`src/common/asb_pkg.sv`:
```
// Purpose: constants for the status / bank-select register and timer config
// Assumes: one core clock, instruction results arrive as one-cycle strobes
// Notes: offsets are the low seven address bits only; the option bank bit is checked in the status block
package asb_pkg;
	localparam logic [6:0] STATUS_OFS = 7'h03;
	localparam logic [6:0] OPTION_OFS = 7'h01;
	localparam int BANK_BYTES = 128;
	localparam logic [7:0] STATUS_RST = 8'h18;
	localparam logic [7:0] OPTION_RST = 8'hff;
	localparam int B_IRP = 7;
	localparam int B_RPH = 6;
	localparam int B_RPL = 5;
	localparam int B_EXP = 4;
	localparam int B_SLP = 3;
	localparam int B_Z = 2;
	localparam int B_DC = 1;
	localparam int B_C = 0;
	localparam int O_PSA = 3;
	localparam int PS_W = 8;

	typedef enum logic [3:0] {
		ASB_NOP = 4'h0,
		ASB_ADD = 4'h1,
		ASB_SUB = 4'h2,
		ASB_AND = 4'h3,
		ASB_IOR = 4'h4,
		ASB_XOR = 4'h5,
		ASB_RLF = 4'h6,
		ASB_RRF = 4'h7,
		ASB_FILE_CLEAR_OP = 4'h8,
		ASB_BCF = 4'h9,
		ASB_BSF = 4'ha,
		ASB_SWAP = 4'hb,
		ASB_MOVE_W_TO_FILE_OP = 4'hc,
		ASB_CLRWDT = 4'hd,
		ASB_SLEEP = 4'he
	} asb_op_t;
endpackage

```
`src/verilog/asb_flag_alu.sv`:
```
// Purpose: result and flag logic of one instruction
// Assumes: purely combinational
// Notes: update flags tell which of z, dc, c the instruction owns
`timescale 1ns/1ps
`default_nettype none
module asb_flag_alu (
	input wire asb_pkg::asb_op_t op_i,
	input wire logic [7:0] a_i,
	input wire logic [7:0] w_i,
	input wire logic [2:0] bit_i,
	input wire logic c_i,
	output logic [7:0] res_o,
	output logic z_o,
	output logic dc_o,
	output logic c_o,
	output logic upd_z_o,
	output logic upd_dc_o,
	output logic upd_c_o
);
	logic [8:0] sum;
	logic [4:0] nib;
	logic [7:0] addend;

	always_comb begin
		// subtraction adds the two's complement of w
		addend = (op_i == asb_pkg::ASB_SUB) ? ~w_i : w_i;
		sum = {1'b0, a_i} + {1'b0, addend} +
			{8'h00, op_i == asb_pkg::ASB_SUB};
		nib = {1'b0, a_i[3:0]} + {1'b0, addend[3:0]} +
			{4'h0, op_i == asb_pkg::ASB_SUB};
		res_o = a_i;
		c_o = c_i;
		dc_o = 1'b0;
		upd_z_o = 1'b0;
		upd_dc_o = 1'b0;
		upd_c_o = 1'b0;
		unique case (op_i)
			asb_pkg::ASB_ADD, asb_pkg::ASB_SUB: begin
				res_o = sum[7:0];
				c_o = sum[8];
				dc_o = nib[4];
				upd_z_o = 1'b1;
				upd_dc_o = 1'b1;
				upd_c_o = 1'b1;
			end
			asb_pkg::ASB_AND: begin
				res_o = a_i & w_i;
				upd_z_o = 1'b1;
			end
			asb_pkg::ASB_IOR: begin
				res_o = a_i | w_i;
				upd_z_o = 1'b1;
			end
			asb_pkg::ASB_XOR: begin
				res_o = a_i ^ w_i;
				upd_z_o = 1'b1;
			end
			asb_pkg::ASB_RLF: begin
				res_o = {a_i[6:0], c_i};
				c_o = a_i[7];
				upd_c_o = 1'b1;
			end
			asb_pkg::ASB_RRF: begin
				res_o = {c_i, a_i[7:1]};
				c_o = a_i[0];
				upd_c_o = 1'b1;
			end
			asb_pkg::ASB_FILE_CLEAR_OP: begin
				res_o = 8'h00;
				upd_z_o = 1'b1;
			end
			// these four never own a flag
			asb_pkg::ASB_BCF: res_o = a_i & ~(8'h01 << bit_i);
			asb_pkg::ASB_BSF: res_o = a_i | (8'h01 << bit_i);
			asb_pkg::ASB_SWAP: res_o = {a_i[3:0], a_i[7:4]};
			asb_pkg::ASB_MOVE_W_TO_FILE_OP: res_o = w_i;
			default: res_o = a_i;
		endcase
		z_o = (res_o == 8'h00);
	end
endmodule
`default_nettype wire

```
`src/verilog/asb_status_bank.sv`:
```
// Purpose: status / bank-select register, timer config and shared prescaler
// Assumes: all inputs come from core logic on clk_i
// Notes: one instruction per exe_i strobe; results land one edge later
`timescale 1ns/1ps
`default_nettype none
module asb_status_bank (
	input wire logic clk_i,
	input wire logic rstn_i,
	input wire logic exe_i,
	input wire asb_pkg::asb_op_t op_i,
	input wire logic [8:0] addr_i,
	input wire logic to_file_i,
	input wire logic [7:0] w_i,
	input wire logic [7:0] file_rd_i,
	input wire logic [2:0] bit_i,
	input wire logic [7:0] fsr_i,
	input wire logic wdt_timeout_i,
	input wire logic tmr_tick_i,
	input wire logic wdt_tick_i,
	output logic [7:0] result_o,
	output logic file_we_o,
	output logic w_we_o,
	output logic [7:0] status_o,
	output logic [7:0] option_o,
	output logic [8:0] direct_addr_o,
	output logic [8:0] indirect_addr_o,
	output logic tmr_inc_o,
	output logic wdt_inc_o
);
	logic [7:0] status_ff;
	logic [7:0] nxt_status;
	logic [7:0] option_ff;
	logic [7:0] result_ff;
	logic file_we_ff;
	logic w_we_ff;
	logic [asb_pkg::PS_W-1:0] ps_cnt_ff;
	logic tmr_inc_ff;
	logic wdt_inc_ff;
	logic is_status;
	logic is_option;
	logic [7:0] operand;
	logic [7:0] alu_res;
	logic alu_z;
	logic alu_dc;
	logic alu_c;
	logic upd_z;
	logic upd_dc;
	logic upd_c;
	logic psa;
	logic [asb_pkg::PS_W-1:0] tmr_mask;
	logic [asb_pkg::PS_W-1:0] wdt_mask;
	logic ps_tick;

	// status ignores bank bits: same register in every bank; option also needs addr_i[7]
	assign is_status = (addr_i[6:0] == asb_pkg::STATUS_OFS);
	assign is_option = addr_i[7] && (addr_i[6:0] == asb_pkg::OPTION_OFS);
	assign operand = is_status ? status_ff :
		(is_option ? option_ff : file_rd_i);

	asb_flag_alu u_alu (
		.op_i(op_i),
		.a_i(operand),
		.w_i(w_i),
		.bit_i(bit_i),
		.c_i(status_ff[asb_pkg::B_C]),
		.res_o(alu_res),
		.z_o(alu_z),
		.dc_o(alu_dc),
		.c_o(alu_c),
		.upd_z_o(upd_z),
		.upd_dc_o(upd_dc),
		.upd_c_o(upd_c)
	);

	always_comb begin
		nxt_status = status_ff;
		if (exe_i && to_file_i && is_status) begin
			nxt_status[7:5] = alu_res[7:5];
			// flag bits take data only if the op does not own them
			if (!upd_z)
				nxt_status[asb_pkg::B_Z] = alu_res[asb_pkg::B_Z];
			// a clear leaves dc and c as they were
			if (!upd_dc && op_i != asb_pkg::ASB_FILE_CLEAR_OP)
				nxt_status[asb_pkg::B_DC] = alu_res[asb_pkg::B_DC];
			if (!upd_c && op_i != asb_pkg::ASB_FILE_CLEAR_OP)
				nxt_status[asb_pkg::B_C] = alu_res[asb_pkg::B_C];
		end
		if (exe_i) begin
			if (upd_z)
				nxt_status[asb_pkg::B_Z] = alu_z;
			if (upd_dc)
				nxt_status[asb_pkg::B_DC] = alu_dc;
			if (upd_c)
				nxt_status[asb_pkg::B_C] = alu_c;
			if (op_i == asb_pkg::ASB_CLRWDT) begin
				nxt_status[asb_pkg::B_EXP] = 1'b1;
				nxt_status[asb_pkg::B_SLP] = 1'b1;
			end
			if (op_i == asb_pkg::ASB_SLEEP) begin
				nxt_status[asb_pkg::B_EXP] = 1'b1;
				nxt_status[asb_pkg::B_SLP] = 1'b0;
			end
		end
		// timeout wins over a watchdog clear in the same cycle
		if (wdt_timeout_i)
			nxt_status[asb_pkg::B_EXP] = 1'b0;
	end

	// expiry and sleep-entry bits only move via nxt_status above
	always_ff @(posedge clk_i or negedge rstn_i) begin
		if (!rstn_i)
			status_ff <= asb_pkg::STATUS_RST;
		else
			status_ff <= nxt_status;
	end

	always_ff @(posedge clk_i or negedge rstn_i) begin
		if (!rstn_i)
			option_ff <= asb_pkg::OPTION_RST;
		else if (exe_i && to_file_i && is_option)
			option_ff <= alu_res;
	end

	// instruction result to the file or to w
	always_ff @(posedge clk_i or negedge rstn_i) begin
		if (!rstn_i) begin
			result_ff <= 8'h00;
			file_we_ff <= 1'b0;
			w_we_ff <= 1'b0;
		end else begin
			file_we_ff <= 1'b0;
			w_we_ff <= 1'b0;
			if (exe_i && op_i != asb_pkg::ASB_NOP &&
				op_i != asb_pkg::ASB_CLRWDT &&
				op_i != asb_pkg::ASB_SLEEP) begin
				result_ff <= alu_res;
				file_we_ff <= to_file_i && !is_status && !is_option;
				w_we_ff <= !to_file_i;
			end
		end
	end

	// shared prescaler
	assign psa = option_ff[asb_pkg::O_PSA];
	assign tmr_mask = (asb_pkg::PS_W'(2) << option_ff[2:0]) - 1'b1;
	assign wdt_mask = (asb_pkg::PS_W'(1) << option_ff[2:0]) - 1'b1;
	assign ps_tick = psa ? wdt_tick_i : tmr_tick_i;

	always_ff @(posedge clk_i or negedge rstn_i) begin
		if (!rstn_i)
			ps_cnt_ff <= '0;
		else if (ps_tick)
			ps_cnt_ff <= ps_cnt_ff + 1'b1;
	end

	always_ff @(posedge clk_i or negedge rstn_i) begin
		if (!rstn_i) begin
			tmr_inc_ff <= 1'b0;
			wdt_inc_ff <= 1'b0;
		end else begin
			// prescaler on watchdog: timer sees every tick
			tmr_inc_ff <= tmr_tick_i &&
				(psa || (ps_cnt_ff & tmr_mask) == tmr_mask);
			wdt_inc_ff <= wdt_tick_i &&
				(!psa || (ps_cnt_ff & wdt_mask) == wdt_mask);
		end
	end

	assign result_o = result_ff;
	assign file_we_o = file_we_ff;
	assign w_we_o = w_we_ff;
	assign status_o = status_ff;
	assign option_o = option_ff;
	assign direct_addr_o = {status_ff[asb_pkg::B_RPH:asb_pkg::B_RPL],
		addr_i[6:0]};
	assign indirect_addr_o = {status_ff[asb_pkg::B_IRP], fsr_i};
	assign tmr_inc_o = tmr_inc_ff;
	assign wdt_inc_o = wdt_inc_ff;

	// checks
	logic wr_st;
	assign wr_st = exe_i && to_file_i && is_status;
endmodule
`default_nettype wire

```
`config.mk`:
```
export PLATFORM = sky130hd
export DESIGN_NAME = asb_status_bank
export DESIGN_NICKNAME = d
export VERILOG_FILES = /design/src/common/asb_pkg.sv /design/src/verilog/asb_flag_alu.sv /design/src/verilog/asb_status_bank.sv
export SDC_FILE = /design/constraint.sdc
export NUM_CORES = 1
export LEC_CHECK = 0
export BUFFER_PORTS_ARGS = -buffer_cell sky130_fd_sc_hd__buf_2
export CAP_MARGIN = 15
export CORE_ASPECT_RATIO = 1.1
export CORE_MARGIN = 8
export CORE_UTILIZATION = 30
export CTS_BUF_LIST = sky130_fd_sc_hd__clkbuf_16
export CTS_CLUSTER_SIZE = 24
export DETAILED_ROUTE_END_ITERATION = 8
export GPL_ROUTABILITY_DRIVEN = 0
export PLACE_DENSITY = 0.59
export REMOVE_ABC_BUFFERS = 1
export SLEW_MARGIN = 25
export SYNTH_ARGS = -nofsm -noshare
export SYNTH_HDL_FRONTEND = slang
export SYNTH_SLANG_ARGS = --single-unit
export TNS_END_PERCENT = 100
```
`constraint.sdc`:
```
create_clock -name clk_i -period 3.3 [get_ports clk_i]
set_input_delay 0.66 -clock clk_i [delete_from_list [all_inputs] [get_ports clk_i]]
set_output_delay 0.66 -clock clk_i [all_outputs]
set_load 0.05 [all_outputs]
```
* Word level (Yosys, flattened, before mapping)
Index checks and enable logic that the tools add are counted.
Word-level totals: register bits after elaboration 36, input port bits 47, output and inout port bits 46, logic and storage cells 107
Operators by class: $add $sub $neg 7, equality and inequality tests 22, shift-type cells 3, mux-type cells 23, bitwise logic cells 9, reductions and logical operators 31
Operators by type and width (number):
- 8-bit case mux with 11 select lines | 1
- 8-bit AND | 4
- 4-bit equality test, second input constant | 7
- 8-bit two-way mux | 3
- 4-bit by 3-bit equality test with 1-bit output, second input constant | 4
- 8-bit equality test | 2
- 8-bit inverter | 2
- 8-bit bitwise OR | 2
- 1-bit by 3-bit << shifter with 8-bit output, first input constant | 2
- 8-bit by 1-bit subtractor with 8-bit output, second input constant | 2
- 1-bit two-way mux | 14
- 1-bit logical AND | 13
- 4-bit != test, second input constant | 3
- 8-bit by 8-bit adder with 9-bit output | 1
- 9-bit by 1-bit adder with 9-bit output | 1
- 8-bit by 1-bit adder with 8-bit output, second input constant | 1
- 4-bit by 2-bit equality test with 1-bit output, second input constant | 2
- 8-bit zero test | 1
- 2-bit by 3-bit << shifter with 8-bit output, first input constant | 1
- 8-bit XOR | 1
- 7-bit by 1-bit equality test with 1-bit output, second input constant | 1
- 7-bit by 2-bit equality test with 1-bit output, second input constant | 1
- 1-bit zero test | 6
- 6-bit OR reduction | 1
- other kinds (15) | 19

* Longest topological paths before layout
word-level depth 12, gate-level depth with buffers 16, depth with buffers taken out 13

* Cells and area by module
A second synthesis with hierarchy kept.
Unflattened totals: cells, all modules 439, area total of the unflattened synthesis 3782.4 um^2
Modules (own cells, without submodules):
- asb_status_bank | instances 1, cells each 183, area each 1999.4 um^2, sequential area each 913.4 um^2
- asb_flag_alu | instances 1, cells each 256, area each 1783.0 um^2, sequential area each 0.0 um^2

* Worst setup path before layout
OpenSTA, ideal clock, no wires.
path type in2reg, start point input port addr_i[0], end point register status_ff[2], in the netlist status_o[2], setup time 0.103 ns, arrival time 3.684 ns, data required time 3.197 ns, slack -0.487 ns, cell stages on the path 16, path buffers 3, cell sequence nor2b_1 -> clkbuf_1 -> buf_2 -> a21o_1 -> o221a_2 -> clkbuf_1 -> inv_1 -> fa_1 -> nor2b_1 -> o21a_1 -> o211ai_1 -> mux2_2 -> a21bo_2 -> a311oi_1 -> a211oi_1 -> o41ai_2
On the way: longest elaborated chain between the ends 11, elaborated cells on any way between the ends 19, classes of those cells add/sub: 2; eq/ne: 2; mux: 7; bitwise: 5; reduce/logical: 3
RTL lines:
- start, declared | line asb_status_bank.sv:11 | input wire logic [8:0] addr_i,
- 7-bit by 1-bit equality test with 1-bit output | line asb_status_bank.sv:56 | assign is_option = addr_i[7] && (addr_i[6:0] == asb_pkg::OPTION_OFS);
- 1-bit logical AND | line asb_status_bank.sv:56
- 8-bit two-way mux | line asb_status_bank.sv:58 | (is_option ? option_ff : file_rd_i);
- 8-bit two-way mux | line asb_status_bank.sv:57 | assign operand = is_status ? status_ff :
- 8-bit by 8-bit adder with 9-bit output | line asb_flag_alu.sv:27 | sum = {1'b0, a_i} + {1'b0, addend} +
- 9-bit by 1-bit adder with 9-bit output | line asb_flag_alu.sv:27
- 8-bit case mux with 11 select lines | line asb_flag_alu.sv:37 | unique case (op_i)
- 1-bit two-way mux | line asb_status_bank.sv:80 | if (!upd_z)
- 3-bit two-way mux | line asb_status_bank.sv:77 | if (exe_i && to_file_i && is_status) begin
- 1-bit two-way mux | line asb_status_bank.sv:89 | if (upd_z)
- 5-bit two-way mux (*) | line asb_status_bank.sv:88 | if (exe_i) begin
- via nxt_status[2] | line asb_status_bank.sv:31 | logic [7:0] nxt_status;
- end signal, assigned | line asb_status_bank.sv:112 | status_ff <= asb_pkg::STATUS_RST;
- end signal, assigned | line asb_status_bank.sv:114 | status_ff <= nxt_status;
- end, declared | line asb_status_bank.sv:30 | logic [7:0] status_ff;
The timed path passes the listed nets; every way through them passes the cells marked *. The select of a mux whose other input is x is not followed. A chain may end at the register's enable or synchronous reset.

* Final worst setup path
start point input port addr_i[5], end point register status_ff[2], in the netlist status_o[2]
Same word-level chain as after synthesis.

==> results.md <==
- Status: finished with violations
- Failing checks: negative setup slack
- Total CTS buffers: 5
- H-tree levels: 2
- Slew @ Worst Pin: 0.821 ns
- Die Y: 137 um
- Final-report setup violation count: 15
- Max-cap violations: 0
- Final period utilization: 110%
- XOR/XNOR share of the synthesized area: 4.17%
- Synthesized area per cell: 7.80 um^2
- Critical R2R Launch: option_o[1]$_DFFE_PN1P_
- # port buffers: 75
- Total grt overflow: 0
- Number of global-route vias before repair: 4612
- DR vias: 4750
- Synth Area in Compound Gates: 32.3%
- Post-Synth Adder-Cell Area: 3.01%
- Worst Reg-to-Reg Cells: 13
- Clk_lat worst skew: 0.28 ns
- WP data required: 3.48 ns
- Number of flops mapped to enable cells by yosys: 0
- Placed instance area: 4910 um^2
- Startpoint Class: input port
- Area grow syn2layout: 37.0%
- CTS Root Buffer Type: clkbuf_16
- Worst Skew: 0.00369 ns
- Reg clk slew, reported paths: 0.05 ns
- Seq/Total Area, Yosys: 22.9%
- Lkg Pwr: 2.42 nW
- Post-synthesis register bit count: 36
- Placed instance count: 778
- Die Span X: 126 um
- Top cells by area, synth: dfrtp_1 16%, dfstp_2 6.6%, o21ai_0 5.8%
- DR vias/cell: 5.92
- Cell Rows: 44
- Hold buffer count at cts: 0
- Area share of the largest cell type after synthesis: 16.3%
- Post-route DRC: 0
- Worst setup EP type: flop
- Hold Slack: 0.471 ns
- Largest family of logic cells by synthesized area: compound AO/OA/AOI/OAI gates
- Pwr Total: 2.05 mW
- Simple-Gate Fraction of Synth Area: 21.5%
- ANT cells: 0
- Worst EP arrival: 3.80 ns
- Unrepaired setup endpoints after global routing: yes
- Placed wire-length estimate: 12500 um
- ANT nets after route: 0
- Ys flop type: dfrtp_1
- Max clock buf depth: 2
- Crit Path Max Fanout: 4
- Final WL: 16300 um
- Dpl ws: -0.721 ns
- Worst min path class: in2async
- Peak VDD IR: 0.283 mV
- Max Freq: 0.276 GHz
- Number of clock sinks: 36
- Synth unique cells: 79
- Core area: 13100 um^2
- Fin cells: 802
- Full die area: 17300 um^2
- Critical Path Source: addr_i[5]
- Post-layout util: 41.7%
- Most frequent cells in the layout: 95 x buf_4, 73 x buf_2, 43 x nand2_1, 41 x nor2_1, 39 x o21ai_0
- YS warnings: 0
- Pin count of the biggest net entering global routing: 38
- Iter 0 DRT Violations: 599
- Slew HR: 45.3%
- Post-synthesis mux area share: 6.58%
- Nets@finish: 697
- Setup tns final: -2.62 ns
- Final WS setup: -0.326 ns
- Critical Path End: status_o[2]$_DFF_PN0_
- Initial antenna violation count: 0
- Max-slew violations: 0
- First-pass GRT wire length: 24400 um
- Layout cell share with drive strength beyond 1: 39.8%
- Total GRT Usage: 17.7%
- Minimum clock period: 3.63 ns
- Flop2flop setup slack: 0.03 ns
- Commonest non-fill, non-tap cell in the layout: buf_4
- Pre-Repair DR Iteration Count: 7
- I/O Pins: 93
- Hold Fails Final Rpt: 0
- Synthesized instance count: 512
- Synth Cell Area: 3990 um^2
- Post-Layout Inst Area: 5470 um^2
- PwrDens: 375 nW/um^2
- RR Endpoint: status_o[2]$_DFF_PN0_
- Initial Util: 30.5%
- Synth async-reset ratio: 100%
- TritonCTS clock tree: yes
- Area leader, netlist: dfrtp_1
- Wire length per cell: 20.3 um
- Setup Crit Path Kind: in2reg
[cells in the mapped netlist (8+ instances only)]
cell type  number
mux2_2         14
inv_1          19
nor2b_1        13
a41oi_1        10
nand3_1        15
clkbuf_1       26
ha_1            8
a22oi_1        13
xor2_1         13
nand2_1        48
o211ai_1       11
dfrtp_1        26
a21oi_1        26
buf_4          20
dfstp_2        10
nor2_1         42
o21ai_0        46
o22ai_1        10
mux2i_1         9
[cell families (layout without fill, tap and decap cells)]
family          Yosys count  count (layout)
compound gates          183             183
simple gates            165             165
buf+inv                  76             205
flops                    36              36
mux                      24              24
xor+xnor                 19              19
fa+ha+maj                 9               9
[area by class of cell]
cell class,instances,area [um^2]
Inverter,21,78.8
Timing Repair Buffer,177,1210
Clock inverter,2,7.51
Tap cell,161,201
Fill cell,1324,7630
Clock buffer,5,125
Multi-Input combinational cell,400,2930
Sequential cell,36,913
[flip-flops by register name (all words and copies together), names as in the netlist]
register   cells
file_we_o      1
option_o       8
ps_cnt_ff      8
result_o       8
status_o       8
tmr_inc_o      1
w_we_o         1
wdt_inc_o      1
[power breakdown]
group          switching, mW  internal (mW)
Clock                  0.173          0.270
Combinational          0.590          0.391
Sequential            0.0984          0.529
Total                  0.862           1.19
[worst min path at each step]
| stage | startpoint | to | slack [ns] |
|---|---|---|---|
| after CTS | result_o[2]$_DFFE_PN0P_ | result_o[2]$_DFFE_PN0P_ | 0.48 |
| after detailed placement | result_o[2]$_DFFE_PN0P_ | result_o[2]$_DFFE_PN0P_ | 0.47 |
| after global routing | wdt_timeout_i | status_o[4]$_DFFE_PN1P_ | 0.48 |
| after floorplan | rstn_i | file_we_o$_DFF_PN0_ | 0.36 |
| after global placement | result_o[0]$_DFFE_PN0P_ | result_o[0]$_DFFE_PN0P_ | 0.46 |
| final | rstn_i | ps_cnt_ff[1]$_DFFE_PN0P_ | 0.47 |
[what timing repair did]
action                     4_1_cts  5_1_grt
gates resized for setup         29       38
gates cloned                     0        1
setup buffers                    4       12
pin swaps                       10       20
setup endpoints to repair       17       17
[layer usage]
layer  vias to the layer above  part of all wire (%)  track usage (%)
met5                         -                     0                0
met4                         0                   5.6             11.7
met3                        62                   8.3             3.66
met2                       269                    46             28.3
met1                      2257                    40             21.3
li1                       2162                     -                -
[critical path, stage by stage]
cell and delay, ns:
buf_8 0.10, or4_4 0.54, or4_4 0.50, o21ai_2 0.08, a21oi_2 0.10, ha_4 0.30
o21a_4 0.15, o211ai_1 0.09, mux2_4 0.30, a21bo_4 0.22, a311oi_2 0.31, a211oi_2 0.12
o41ai_2 0.32
(Power assumes the default switching activity.)
